## src/hdl/uirq_pkg.sv

```systemverilog
// package: register map, field layout and reset values of the serial port
`default_nettype none
package uirq_pkg;
   // ------------------------------------------------------------
   // register byte offsets
   // ------------------------------------------------------------
   localparam logic [7:0] OFS_RX_DATA = 8'h00;
   localparam logic [7:0] OFS_RAW = 8'h04;
   localparam logic [7:0] OFS_MASKED = 8'h08;
   localparam logic [7:0] OFS_ENABLE = 8'h0c;
   localparam logic [7:0] OFS_CLEAR = 8'h10;
   localparam logic [7:0] OFS_BAUD = 8'h14;
   localparam logic [7:0] OFS_RATE = 8'h18;
   localparam logic [7:0] OFS_MIN_PULSE = 8'h28;
   localparam logic [7:0] OFS_RX_LEVEL = 8'h2c;
   // ------------------------------------------------------------
   // interrupt source positions
   // ------------------------------------------------------------
   localparam int NUM_IRQ = 19;
   localparam int B_RX_QUEUE_FULL = 0;
   localparam int B_TX_QUEUE_EMPTY = 1;
   localparam int B_RX_PARITY_FAULT = 2;
   localparam int B_FRAMING_FAULT = 3;
   localparam int B_RX_QUEUE_OVERFLOW = 4;
   localparam int B_SET_READY_CHANGE = 5;
   localparam int B_CLEAR_TO_SEND_CHANGE = 6;
   localparam int B_BREAK_SEEN = 7;
   localparam int B_RX_QUEUE_TIMEOUT = 8;
   localparam int B_RESUME_CHAR = 9;
   localparam int B_PAUSE_CHAR = 10;
   localparam int B_SHORT_PULSE = 11;
   localparam int B_BREAK_SENT = 12;
   localparam int B_POST_BREAK_IDLE = 13;
   localparam int B_TX_DONE = 14;
   localparam int B_BUS_PARITY_FAULT = 15;
   localparam int B_BUS_FRAMING_FAULT = 16;
   localparam int B_BUS_COLLISION = 17;
   localparam int B_ESCAPE_SEQ = 18;
   // ------------------------------------------------------------
   // baud divider and rate-detect fields
   // ------------------------------------------------------------
   localparam int DIV_INT_W = 20;
   localparam int DIV_INT_LSB = 0;
   localparam int DIV_FRAC_W = 4;
   localparam int DIV_FRAC_LSB = 20;
   localparam int RATE_EN_BIT = 0;
   localparam int FILT_W = 8;
   localparam int FILT_LSB = 8;
   localparam int PULSE_W = 20;
   localparam logic [DIV_INT_W-1:0] DIV_INT_RST = 20'h000d9;
   localparam logic [DIV_FRAC_W-1:0] DIV_FRAC_RST = 4'h0;
   localparam logic [FILT_W-1:0] FILT_RST = 8'h10;
   localparam logic [NUM_IRQ-1:0] ENABLE_RST = 19'h00000;
   // ------------------------------------------------------------
   // carriers
   // ------------------------------------------------------------
   typedef struct packed {
      logic valid;
      logic [7:0] data;
   } uirq_byte_s;
   typedef struct packed {
      logic [DIV_FRAC_W-1:0] frac;
      logic [DIV_INT_W-1:0] whole;
   } uirq_div_s;
endpackage : uirq_pkg
`default_nettype wire

```

## src/hdl/uirq_baud_gen.sv

```systemverilog
// fractional baud divider producing a one-cycle bit-rate enable
`default_nettype none
module uirq_baud_gen
   import uirq_pkg::*;
(
   input wire logic mclk, // core clock
   input wire logic arst_n, // async reset
   input wire uirq_div_s div, // divider setting
   output logic baud_tick // one pulse per bit period
);
   logic [DIV_INT_W-1:0] cnt_r;
   logic [DIV_FRAC_W-1:0] acc_r;
   logic stretch_r;
   logic [DIV_FRAC_W:0] acc_sum;
   logic [DIV_INT_W-1:0] limit;
   logic wrap;

   // a carry out of the fraction stretches the next period by one cycle
   assign acc_sum = {1'b0, acc_r} + {1'b0, div.frac};
   assign limit = stretch_r ? div.whole : div.whole - 20'h00001;
   // zero divider stops the tick rather than spinning every cycle
   assign wrap = (div.whole != '0) && (cnt_r >= limit);

   always_ff @(posedge mclk or negedge arst_n) begin
      if (!arst_n) begin
         cnt_r <= '0;
      end else if (wrap || div.whole == '0) begin
         cnt_r <= '0;
      end else begin
         cnt_r <= cnt_r + 20'h00001;
      end
   end

   always_ff @(posedge mclk or negedge arst_n) begin
      if (!arst_n) begin
         acc_r <= '0;
         stretch_r <= 1'b0;
      end else if (wrap) begin
         acc_r <= acc_sum[DIV_FRAC_W-1:0];
         stretch_r <= acc_sum[DIV_FRAC_W];
      end
   end

   always_ff @(posedge mclk or negedge arst_n) begin
      if (!arst_n) begin
         baud_tick <= 1'b0;
      end else begin
         baud_tick <= wrap;
      end
   end
endmodule : uirq_baud_gen
`default_nettype wire

```

## src/hdl/uirq_regs.sv

```systemverilog
// serial port register front end: rx data port, interrupts, baud, autobaud
// Operation
// - read of offset 0x0 returns rx byte
// - raw status shows every pending source
// - masked status at 0x8, same positions
// - enable register read/write per source
// - writing one at 0x10 clears raw bit
// - transmit done source with full bit set
// - break sent and post-break idle sources
// - framing fault source for received characters
// - parity fault source for received characters
// - short pulse source on glitch detection
// - transmit queue empty interrupt source
// - baud register holds integer and fraction
// - fraction adds sub-cycle step to divider
// - autobaud ignores pulses below filter threshold
// - enable bit switches rate detection
`default_nettype none
module uirq_regs
   import uirq_pkg::*;
#(
   parameter int FIFO_DEPTH = 16, // rx byte queue depth
   parameter int FIFO_AW = 4 // log2 of depth
) (
   input wire logic mclk, // core clock 25 MHz
   input wire logic arst_n, // async reset, active low
   input wire logic [7:0] avs_address, // byte address
   input wire logic avs_read, // read request
   input wire logic avs_write, // write request
   input wire logic [31:0] avs_writedata, // write data
   input wire logic [3:0] avs_byteenable, // byte lanes
   output logic [31:0] avs_readdata, // read data
   output logic avs_waitrequest, // stall
   input wire uirq_byte_s rx_push, // byte from receive engine
   output logic rx_queue_full, // no room for rx_push
   input wire logic [NUM_IRQ-1:0] src_event, // one-cycle source events
   input wire logic rxd_pin, // serial input pin, async
   output uirq_div_s baud_div, // current divider setting
   output logic baud_tick, // bit-rate enable pulse
   output logic rate_detect_on, // autobaud enabled
   output logic irq // level interrupt
);
   // ------------------------------------------------------------
   // state
   // ------------------------------------------------------------
   logic [NUM_IRQ-1:0] raw_r;
   logic [NUM_IRQ-1:0] ena_r;
   logic [NUM_IRQ-1:0] masked;
   logic [NUM_IRQ-1:0] clr_bits;
   logic [NUM_IRQ-1:0] events;
   logic [31:0] be_mask;
   logic [DIV_INT_W-1:0] div_int_r;
   logic [DIV_FRAC_W-1:0] div_frac_r;
   logic rate_en_r;
   logic [FILT_W-1:0] filt_r;
   logic [PULSE_W-1:0] min_pulse_r;
   logic [7:0] fifo_mem [FIFO_DEPTH];
   logic [FIFO_AW-1:0] wr_ptr_r;
   logic [FIFO_AW-1:0] rd_ptr_r;
   logic [FIFO_AW:0] level_r;
   logic rd_ack_r;
   logic rd_take;
   logic wr_take;
   logic pop;
   logic push;
   logic overflow_ev;
   logic fifo_empty;
   logic [31:0] rd_word;
   logic rx_meta_r;
   logic rx_sync_r;
   logic rx_prev_r;
   logic [PULSE_W-1:0] run_r;
   logic edge_seen;
   logic glitch_ev;

   // ------------------------------------------------------------
   // helpers
   // ------------------------------------------------------------
   function automatic logic hit(input logic [7:0] a, input logic [7:0] ofs);
      hit = (a == ofs);
   endfunction : hit

   function automatic logic [31:0] lane_mask(input logic [3:0] be);
      lane_mask = {{8{be[3]}}, {8{be[2]}}, {8{be[1]}}, {8{be[0]}}};
   endfunction : lane_mask

   // ------------------------------------------------------------
   // avalon slave
   // ------------------------------------------------------------
   // reads wait one cycle so the data word comes from a flop;
   // writes are taken at once
   assign avs_waitrequest = avs_read & ~rd_ack_r;
   assign rd_take = avs_read & ~rd_ack_r;
   assign wr_take = avs_write;

   always_ff @(posedge mclk or negedge arst_n) begin
      if (!arst_n) begin
         rd_ack_r <= 1'b0;
      end else begin
         rd_ack_r <= rd_take;
      end
   end

   always_comb begin
      rd_word = 32'h00000000;
      case (avs_address)
         OFS_RX_DATA: rd_word = {24'h000000, fifo_mem[rd_ptr_r]};
         OFS_RAW: rd_word = {{(32-NUM_IRQ){1'b0}}, raw_r};
         OFS_MASKED: rd_word = {{(32-NUM_IRQ){1'b0}}, masked};
         OFS_ENABLE: rd_word = {{(32-NUM_IRQ){1'b0}}, ena_r};
         OFS_CLEAR: rd_word = 32'h00000000;
         OFS_BAUD: rd_word = {8'h00, div_frac_r, div_int_r};
         OFS_RATE: rd_word = {16'h0000, filt_r, 7'h00, rate_en_r};
         OFS_MIN_PULSE: rd_word = {12'h000, min_pulse_r};
         OFS_RX_LEVEL: rd_word = {{(31-FIFO_AW){1'b0}}, level_r};
         default: rd_word = 32'h00000000;
      endcase
   end

   always_ff @(posedge mclk or negedge arst_n) begin
      if (!arst_n) begin
         avs_readdata <= 32'h00000000;
      end else if (rd_take) begin
         avs_readdata <= rd_word;
      end
   end

   // ------------------------------------------------------------
   // receive byte queue
   // ------------------------------------------------------------
   assign fifo_empty = (level_r == '0);
   assign rx_queue_full = (level_r == (FIFO_AW+1)'(FIFO_DEPTH));
   assign push = rx_push.valid & ~rx_queue_full;
   // an empty queue still answers, but the pointer stays put
   assign pop = rd_take & hit(avs_address, OFS_RX_DATA) & ~fifo_empty;
   assign overflow_ev = rx_push.valid & rx_queue_full;

   always_ff @(posedge mclk) begin
      if (push) begin
         fifo_mem[wr_ptr_r] <= rx_push.data;
      end
   end

   always_ff @(posedge mclk or negedge arst_n) begin
      if (!arst_n) begin
         wr_ptr_r <= '0;
         rd_ptr_r <= '0;
      end else begin
         if (push) begin
            wr_ptr_r <= wr_ptr_r + 1'b1;
         end
         if (pop) begin
            rd_ptr_r <= rd_ptr_r + 1'b1;
         end
      end
   end

   always_ff @(posedge mclk or negedge arst_n) begin
      if (!arst_n) begin
         level_r <= '0;
      end else if (push && !pop) begin
         level_r <= level_r + 1'b1;
      end else if (pop && !push) begin
         level_r <= level_r - 1'b1;
      end
   end

   // ------------------------------------------------------------
   // interrupt set
   // ------------------------------------------------------------
   always_comb begin
      events = src_event;
      events[B_SHORT_PULSE] = src_event[B_SHORT_PULSE] | glitch_ev;
      events[B_RX_QUEUE_OVERFLOW] = src_event[B_RX_QUEUE_OVERFLOW]
                                    | overflow_ev;
   end

   assign be_mask = lane_mask(avs_byteenable);
   assign clr_bits = (wr_take && hit(avs_address, OFS_CLEAR))
                     ? avs_writedata[NUM_IRQ-1:0]
                       & be_mask[NUM_IRQ-1:0]
                     : '0;

   // the set term is ORed last, so a same-cycle event survives its clear
   always_ff @(posedge mclk or negedge arst_n) begin
      if (!arst_n) begin
         raw_r <= '0;
      end else begin
         raw_r <= (raw_r & ~clr_bits) | events;
      end
   end

   always_ff @(posedge mclk or negedge arst_n) begin
      if (!arst_n) begin
         ena_r <= ENABLE_RST;
      end else if (wr_take && hit(avs_address, OFS_ENABLE)) begin
         ena_r <= (ena_r & ~be_mask[NUM_IRQ-1:0])
                  | (avs_writedata[NUM_IRQ-1:0]
                     & be_mask[NUM_IRQ-1:0]);
      end
   end

   assign masked = raw_r & ena_r;
   assign irq = |masked;

   // ------------------------------------------------------------
   // baud divider
   // ------------------------------------------------------------
   always_ff @(posedge mclk or negedge arst_n) begin
      if (!arst_n) begin
         div_int_r <= DIV_INT_RST;
         div_frac_r <= DIV_FRAC_RST;
      end else if (wr_take && hit(avs_address, OFS_BAUD)) begin
         if (avs_byteenable[0]) begin
            div_int_r[7:0] <= avs_writedata[7:0];
         end
         if (avs_byteenable[1]) begin
            div_int_r[15:8] <= avs_writedata[15:8];
         end
         if (avs_byteenable[2]) begin
            div_int_r[19:16] <= avs_writedata[19:16];
            div_frac_r <= avs_writedata[DIV_FRAC_LSB +: DIV_FRAC_W];
         end
      end
   end

   assign baud_div.whole = div_int_r;
   assign baud_div.frac = div_frac_r;

   uirq_baud_gen u_baud (
      .mclk(mclk),
      .arst_n(arst_n),
      .div(baud_div),
      .baud_tick(baud_tick)
   );

   // ------------------------------------------------------------
   // rate detection
   // ------------------------------------------------------------
   always_ff @(posedge mclk or negedge arst_n) begin
      if (!arst_n) begin
         rate_en_r <= 1'b0;
         filt_r <= FILT_RST;
      end else if (wr_take && hit(avs_address, OFS_RATE)) begin
         if (avs_byteenable[0]) begin
            rate_en_r <= avs_writedata[RATE_EN_BIT];
         end
         if (avs_byteenable[1]) begin
            filt_r <= avs_writedata[FILT_LSB +: FILT_W];
         end
      end
   end

   assign rate_detect_on = rate_en_r;

   always_ff @(posedge mclk or negedge arst_n) begin
      if (!arst_n) begin
         rx_meta_r <= 1'b1;
         rx_sync_r <= 1'b1;
         rx_prev_r <= 1'b1;
      end else begin
         rx_meta_r <= rxd_pin;
         rx_sync_r <= rx_meta_r;
         rx_prev_r <= rx_sync_r;
      end
   end

   assign edge_seen = rx_sync_r ^ rx_prev_r;
   // a pulse narrower than the filter raises the glitch event only
   assign glitch_ev = rate_en_r & edge_seen
                      & (run_r < {12'h000, filt_r});

   always_ff @(posedge mclk or negedge arst_n) begin
      if (!arst_n) begin
         run_r <= '0;
      end else if (!rate_en_r || edge_seen) begin
         run_r <= 20'h00001;
      end else if (run_r != '1) begin
         run_r <= run_r + 20'h00001;
      end
   end

   // shortest accepted low pulse; set to all ones by switching detection off
   always_ff @(posedge mclk or negedge arst_n) begin
      if (!arst_n) begin
         min_pulse_r <= '1;
      end else if (!rate_en_r) begin
         min_pulse_r <= '1;
      end else if (edge_seen && rx_sync_r && !glitch_ev
                   && run_r < min_pulse_r) begin
         min_pulse_r <= run_r;
      end
   end
endmodule : uirq_regs
`default_nettype wire

```

## config.mk

```make
export PLATFORM = sky130hd
export DESIGN_NAME = uirq_regs
export DESIGN_NICKNAME = d
export VERILOG_FILES = /design/src/hdl/uirq_pkg.sv /design/src/hdl/uirq_baud_gen.sv /design/src/hdl/uirq_regs.sv
export SDC_FILE = /design/constraint.sdc
export NUM_CORES = 1
export LEC_CHECK = 0
export ABC_AREA = 1
export BUFFER_PORTS_ARGS = -buffer_cell sky130_fd_sc_hd__buf_2
export CORE_MARGIN = 2
export CORE_UTILIZATION = 50
export DETAILED_ROUTE_END_ITERATION = 10
export PLACE_DENSITY = 0.67
export SETUP_SLACK_MARGIN = 0.2
export SLEW_MARGIN = 15
export SYNTH_ARGS = -nofsm -noshare
export SYNTH_HDL_FRONTEND = slang
export SYNTH_SLANG_ARGS = --single-unit
```

## constraint.sdc

```tcl
create_clock -name mclk -period 3.63 [get_ports mclk]
set_clock_uncertainty 0.1 [all_clocks]
set_input_delay 0.1815 -clock mclk [delete_from_list [all_inputs] [get_ports mclk]]
set_output_delay 0.1815 -clock mclk [all_outputs]
set_load 0.03 [all_outputs]
```

==> metrics, run 1 <==
row count=65; Core ar.=31600 um^2; Nets=2230; #FFs+latches synth=306; share of cells above drive strength 1=12.6%; slowest CP cell=dfrtp_1; Num CTS Buffers=36; CP max FO=20; FILL cells=2724; most frequent CP cell=nor2_1; fin crit period=3.13 ns; Post-synth EDFFs=128; fin crit share=86.1%; CP Capture Type=register; DIE AREA=33700 um^2; first-pass GRT wire length=68.6 mm; Final Max Slew Viols=0; Cell Pwr Density=475 nW/um^2; Remaining Overflow, GRT=0; Setup CP Type=reg -> reg; Post-Synth Adder-Cell Area=5.13%; Iter 0 DRT Violations=1110; xor/xnor share of the synthesized area=2.44%; number of global-route vias before repair=12900; Max Clock Freq=0.320 GHz; DIE HEIGHT=184 um; total routed wirelength=43.4 mm; Sw Share=28.0%; non-filler cells, final=2518; ant diodes=0; Hold Path Class=in -> reg; Least-Margin Pin Slew=1.09 ns; post-route ant nets=0; Mapped Avg Cell Area=8.50 um^2; WP data arrival=3.42 ns; First-pass DRT Iterations=5; routability cong.=0.888; clk slew on worst S/H paths=0.06 ns; Synth Area in Simple Gates=26.1%; Synth Flop Type=dfrtp_1; r2r setup slk=0.50 ns; CP startpoint kind=register; leakage power=8.97 nW; H-tree depth=2; DRC Markers=0; Yosys warnings=0; HPWL after detailed placement=30.1 mm; Initial Util=51.0%; CTS tree=yes; DIE WIDTH=184 um; final hold vios=0; Synth Cell Area=16100 um^2; initial antenna violation count=0; Worst-Skew Late Latency=0.53 ns; maximum VDD drop=0.342 mV; mux share of post-synthesis cell area=0%; port bufs=120; Yosys top cell area share=23.8%; register area share after synthesis=51.7%; vias per cell=5.43; GRT Overall Usage=26.1%; max-cap violation count=0; Area Growth Syn to Fin=17.6%; largest net degree at the start of global routing=89; Net Switching=2.53 mW; Pint=6.49 mW; Top Ports=138; RSZ-0062 raised after global routing=false; worst endpoint required time=3.92 ns; placed cell count=2376; relative slew slack=27.4%; Seq pwr share=45.2%; largest family of logic cells by synthesized area=simple AND/OR/NAND/NOR gates; clock sink count=306; Post-DP Area=17000 um^2; ys async rst share=58.2%; largest cells by area after synthesis=edfxtp_1 (24%), dfrtp_1 (23%), nand2_1 (12%), ha_1 (4.9%), inv_1 (4.9%); Comb pwr share=15.2%; CTS Buffer Depth=3; Final Cell Area=19000 um^2; most frequent cells in the layout=nand2_1 (534), inv_1 (210), nor2_1 (206); final setup TNS=0 ns; area leader, netlist=edfxtp_1; Mapped Cells=1899; max incr delay on CP=0.45 ns; complex-gate fraction of the synthesized area=7.27%; Yosys cell types=46; Routed WL per cell=17.2 um; Clk pwr share=39.7%; crit path cell chain=inv_1, ha_1, inv_1, nor2_1, nand4_1, nor2_2, nand2_1, nor2_1, xor2_1, ha_1, nand2_1, nor2_1, a21boi_0, nor2_1, and2_1, nand3_4, nor2_1; DR vias=13700; status=finished clean; commonest non-fill, non-tap cell in the layout=nand2_1; CTS root buffer=clkbuf_16; endpoints failing setup=0
layout make-up:
cell class,count,area [um^2],share of cell area (%)
clock inverter,12,116,0.614
timing repair buffer,209,1480,7.78
inverter,217,815,4.30
sequential,306,8340,44.0
clock buffer,54,1080,5.69
tap,402,503,2.65
multi-input combinational,1318,6640,35.0
repair_timing:
item / 4_1_cts / 5_1_grt
buffers inserted: 0 / 2
endpoints found under the hold margin: 250 / 0
hold buffers: 74 / 0
gates resized for setup: 0 / 2
endpoints found under the setup margin: 0 / 25
per-layer routing:
| layer | wire (um) | vias up | global-route usage, % |
|---|---|---|---|
| li1 | - | 6557 | - |
| met1 | 19200 | 6495 | 37.6 |
| met2 | 19600 | 517 | 40.5 |
| met3 | 3230 | 104 | 3.63 |
| met4 | 1360 | 0 | 9.18 |
| met5 | 0 | - | 0 |
flip-flops by register name, summed over array words and instances, names as in the netlist, 4 cells and up, named ones only:
signal        flops
wr_ptr_r          4
div_int_r        20
filt_r            8
raw_r            19
u_baud.cnt_r     20
min_pulse_r      20
div_frac_r        4
avs_readdata     24
level_r           5
fifo_mem        128
u_baud.acc_r      4
rd_ptr_r          4
run_r            20
critical path: cells and delay by family (launching register included):
| family | cells | cell delay [ns] |
|---|---|---|
| adders and majority gates | 2 | 0.42 |
| DFF | 1 | 0.45 |
| buffers and inverters | 2 | 0.14 |
| and+or+nand+nor | 11 | 1.56 |
| AOI/OAI and AO/OA | 1 | 0.22 |
| xor gates and xnor gates | 1 | 0.09 |
power by group through the flow:
stage,registers (mW),clock network (mW),logic (mW)
after global placement,4.12,0,1.26
after global routing,4.10,3.80,1.55
after detailed placement,4.13,0,1.30
after floorplan,4.10,0,0.894
final,4.07,3.57,1.37
after CTS,4.07,3.63,1.36
cells by family (layout without fill, tap and decap cells):
logic type,Yosys count,count (layout)
AOI/OAI and AO/OA,212,212
xor gates and xnor gates,45,45
adders and majority gates,65,65
buffers and inverters,282,492
DFF,306,306
other,1,8
and+or+nand+nor,988,988
cell usage after synthesis, types with 24 or more instances:
cell type / instances
edfxtp_1: 128
a21oi_1: 33
o21ai_1: 40
dfrtp_1: 149
buf_2: 26
xor2_1: 37
inv_1: 210
nand3_1: 146
dfstp_2: 29
o21ai_0: 90
ha_1: 63
o211ai_1: 24
nand4_1: 25
nor2_1: 208
nand2_1: 534
worst paths after layout:
check | startpoint | end | cells after the start
hold / removal | avs_read | rd_ack_r | 4
setup reg to reg | div_int_r[1] | u_baud.cnt_r[1] | 17
max in group asynchronous | arst_n | avs_readdata[11] | 3
min in group asynchronous | arst_n | u_baud.cnt_r[6] | 2
setup / recovery | div_int_r[1] | u_baud.cnt_r[1] | 17
hold reg to reg | rx_meta_r | rx_sync_r | 0
stage by stage:
stage | util, % | power, mW | hold slack, ns | setup WS [ns]
floorplan | - | 4.99 | -0.214 | 0.768
global placement | 53.7 | 5.38 | 0.116 | 0.459
detailed placement | 53.7 | 5.43 | 0.119 | 0.295
CTS | 59.9 | 9.06 | 0.0538 | 0.294
global route | 59.9 | 9.45 | 0.0852 | 0.192
finish | 59.9 | 9.01 | 0.0791 | 0.505
Power figures use the tool's default switching activity.
==> run 2: changes to the inputs <==
--- a/config.mk
+++ b/config.mk
@@ -10,7 +10,7 @@
 export CORE_MARGIN = 2
 export CORE_UTILIZATION = 50
 export DETAILED_ROUTE_END_ITERATION = 10
-export PLACE_DENSITY = 0.67
+export PLACE_DENSITY = 0.69
 export SETUP_SLACK_MARGIN = 0.2
 export SLEW_MARGIN = 15
 export SYNTH_ARGS = -nofsm -noshare
==> constraint.sdc (replaced) <==
create_clock -name mclk -period 2.7 [get_ports mclk]
set_clock_uncertainty 0.1 [all_clocks]
set_input_delay 0.135 -clock mclk [delete_from_list [all_inputs] [get_ports mclk]]
set_output_delay 0.135 -clock mclk [all_outputs]
set_load 0.03 [all_outputs]
==> run 2 against run 1 <==
Compared with the run above:
- the flow now finishes with violations (negative setup slack)
- sequential share of layout area down 1.7 points
- worst setup slack worse by 0.67 ns
- power up 36%
- combinational power up 58%
- flip-flop and latch count unchanged
- non-clock buffer count increased by 80
- critical path depth unchanged
- clock-buffer cell count up 2
- final area increased by 4.0%
- largest cell class unchanged
- highest routed layer unchanged
==> metrics, run 2 (synthesis gave the netlist of run 1 again) <==
status=finished, violations left; failing checks=negative setup slack; Max Clock Freq=0.349 GHz (+9.1%); worst slack at placement=-0.210 ns (-0.505 ns); Area Growth Syn to Fin=22.2%; largest net degree at the start of global routing=66 (-26%); worst endpoint required time=3.00 ns (-0.92 ns); min-delay src=avs_byteenable[1]; CP startpoint kind=register; row count=65 (unchanged); routability cong.=0.931 (+4.8%); biggest regs=fifo_mem (128), avs_readdata (24); Setup CP Type=reg -> reg; Initial Util=51.0% (unchanged); final hold vios=0 (unchanged); FILL cells=2559 (-6.1%); DIE WIDTH=184 um (unchanged); max-cap violation count=0 (unchanged); RSZ-0062 raised after global routing=true; Most flops, register=fifo_mem; Num CTS Buffers=35 (-2.8%); Worst-Skew Late Latency=0.52 ns (about the same); Setup WS post-layout=-0.166 ns (-0.671 ns); FF-to-FF Start=div_int_r[1]; WP data arrival=3.17 ns (-0.25 ns); CTS Buffer Depth=3 (unchanged); DIE AREA=33700 um^2 (unchanged); placed cell count=2434 (+2.4%); Hold Path Class=in -> reg; Routed WL per cell=17.5 um (+1.4%); Iter 0 DRT Violations=1046 (-5.8%); Cell Pwr Density=623 nW/um^2 (+31%); first-pass GRT wire length=70.7 mm (+3.0%); worst hold margin=0.0317 ns (-0.0475 ns); CP Capture Type=register; worst setup path startpoint=div_int_r[1]; relative slew slack=29.6% (+2.3 points); Remaining Overflow, GRT=0 (unchanged); number of global-route vias before repair=13400 (+3.6%); initial antenna violation count=1 (+1); max reg flops=128 (unchanged); Nets=2309 (+3.5%); CTS root buffer=clkbuf_16; Core ar.=31600 um^2 (unchanged); vias per cell=5.39 (-0.76%); CTS tree=yes; Top Ports=138 (unchanged); CP max FO=20 (unchanged); Least-Margin Pin Slew=1.05 ns (-0.0342 ns); maximum VDD drop=0.447 mV (+31%); share of cells above drive strength 1=17.3% (+4.7 points); DIE HEIGHT=184 um (unchanged); post-route ant nets=0 (unchanged); H-tree depth=2 (unchanged); port bufs=120 (unchanged); most frequent cells in the layout=nand2_1 (528), inv_1 (203), nor2_1 (189); HPWL after detailed placement=31.4 mm (+4.1%); GRT Overall Usage=26.9% (+0.83 points); final setup TNS=-3.84 ns (-3.84 ns); DRC Markers=0 (unchanged); endpoints failing setup=26 (+26); First-pass DRT Iterations=5 (unchanged); non-filler cells, final=2599 (+3.2%); fin crit period=2.87 ns (-0.259 ns); total routed wirelength=45.5 mm (+4.7%); commonest non-fill, non-tap cell in the layout=nand2_1; clock sink count=306 (unchanged); fin crit share=106% (+20 points); DR vias=14000 (+2.4%); clk slew on worst S/H paths=0.06 ns (about the same); Final Max Slew Viols=0 (unchanged); leakage power=9.34 nW (+4.2%)
run 2: changes by cell type in the layout (fill, tap and decap cells not counted), sizes merged:
| cell | change |
|---|---|
| buf | +74 |
| clkinv | -5 |
| dlygate4sd3 | +6 |
| diode | +3 |
| clkinvlp | +1 |
| clkbuf | +2 |
run 2: layout make-up:
cell class / count / area, um^2 / area share (%)
Sequential cell: 306 / 8340 / 42.3
Timing Repair Buffer: 289 / 2120 / 10.7
Clock inverter: 8 / 81.3 / 0.412
Inverter: 217 / 825 / 4.18
Clock buffer: 56 / 1050 / 5.31
Tap cell: 402 / 503 / 2.55
Antenna cell: 3 / 7.51 / 0.0381
Multi-Input combinational cell: 1318 / 6800 / 34.5
run 2: through the flow:
| stage | util, % | cell area (um^2) | power (mW) |
|---|---|---|---|
| after floorplan | - | 16200 | 6.72 |
| after global placement | 55.3 | 17500 | 7.35 |
| after detailed placement | 55.3 | 17500 | 7.44 |
| after CTS | 61.8 | 19600 | 12.2 |
| after global routing | 62.3 | 19700 | 12.8 |
| final | 62.3 | 19700 | 12.3 |
run 2: what timing repair did:
| item | 4_1_cts | 5_1_grt |
|---|---|---|
| endpoints found under the hold margin | 305 | 0 |
| buffers inserted | 10 | 8 |
| gates resized for setup | 15 | 28 |
| hold buffers | 81 | 0 |
| pin swaps | 13 | 16 |
| setup endpoints to repair | 27 | 31 |
run 2: per-layer routing:
metal	part of all wire, %	track usage (%)	vias up
met3	7.5	4.40	104
met4	3.2	9.86	0
li1	-	-	6722
met5	0	0	-
met1	43	37.3	6614
met2	46	42.9	566
run 2: worst max-delay path, cell delays in order (launching register included):
cell	delay [ns]
dfrtp_2	0.42
buf_4	0.15
nor3_4	0.24
nand2_4	0.11
nor2_4	0.13
buf_4	0.12
xor2_1	0.16
inv_1	0.07
ha_1	0.29
nand2_1	0.08
nor2_2	0.19
nand2_1	0.09
nand2_1	0.07
nand2_1	0.07
and2_4	0.16
nand3_2	0.08
buf_12	0.17
nor2_2	0.05
run 2: worst paths after layout:
| check | end | slack, ns | depth (start not counted) |
|---|---|---|---|
| max reg2reg | u_baud.cnt_r[10] | -0.17 | 17 |
| max in group asynchronous | min_pulse_r[16] | 1.55 | 3 |
| min | div_int_r[13] | 0.03 | 3 |
| min in group asynchronous | avs_readdata[7] | 0.11 | 2 |
| min reg2reg | rx_sync_r | 0.26 | 0 |
| max | u_baud.cnt_r[10] | -0.17 | 17 |
run 2: power by group:
group	leakage (nW)	switching, mW	internal (mW)
Combinational	5.45	1.36	0.808
Sequential	3.35	0.253	5.22
Clock	0.545	1.88	2.77
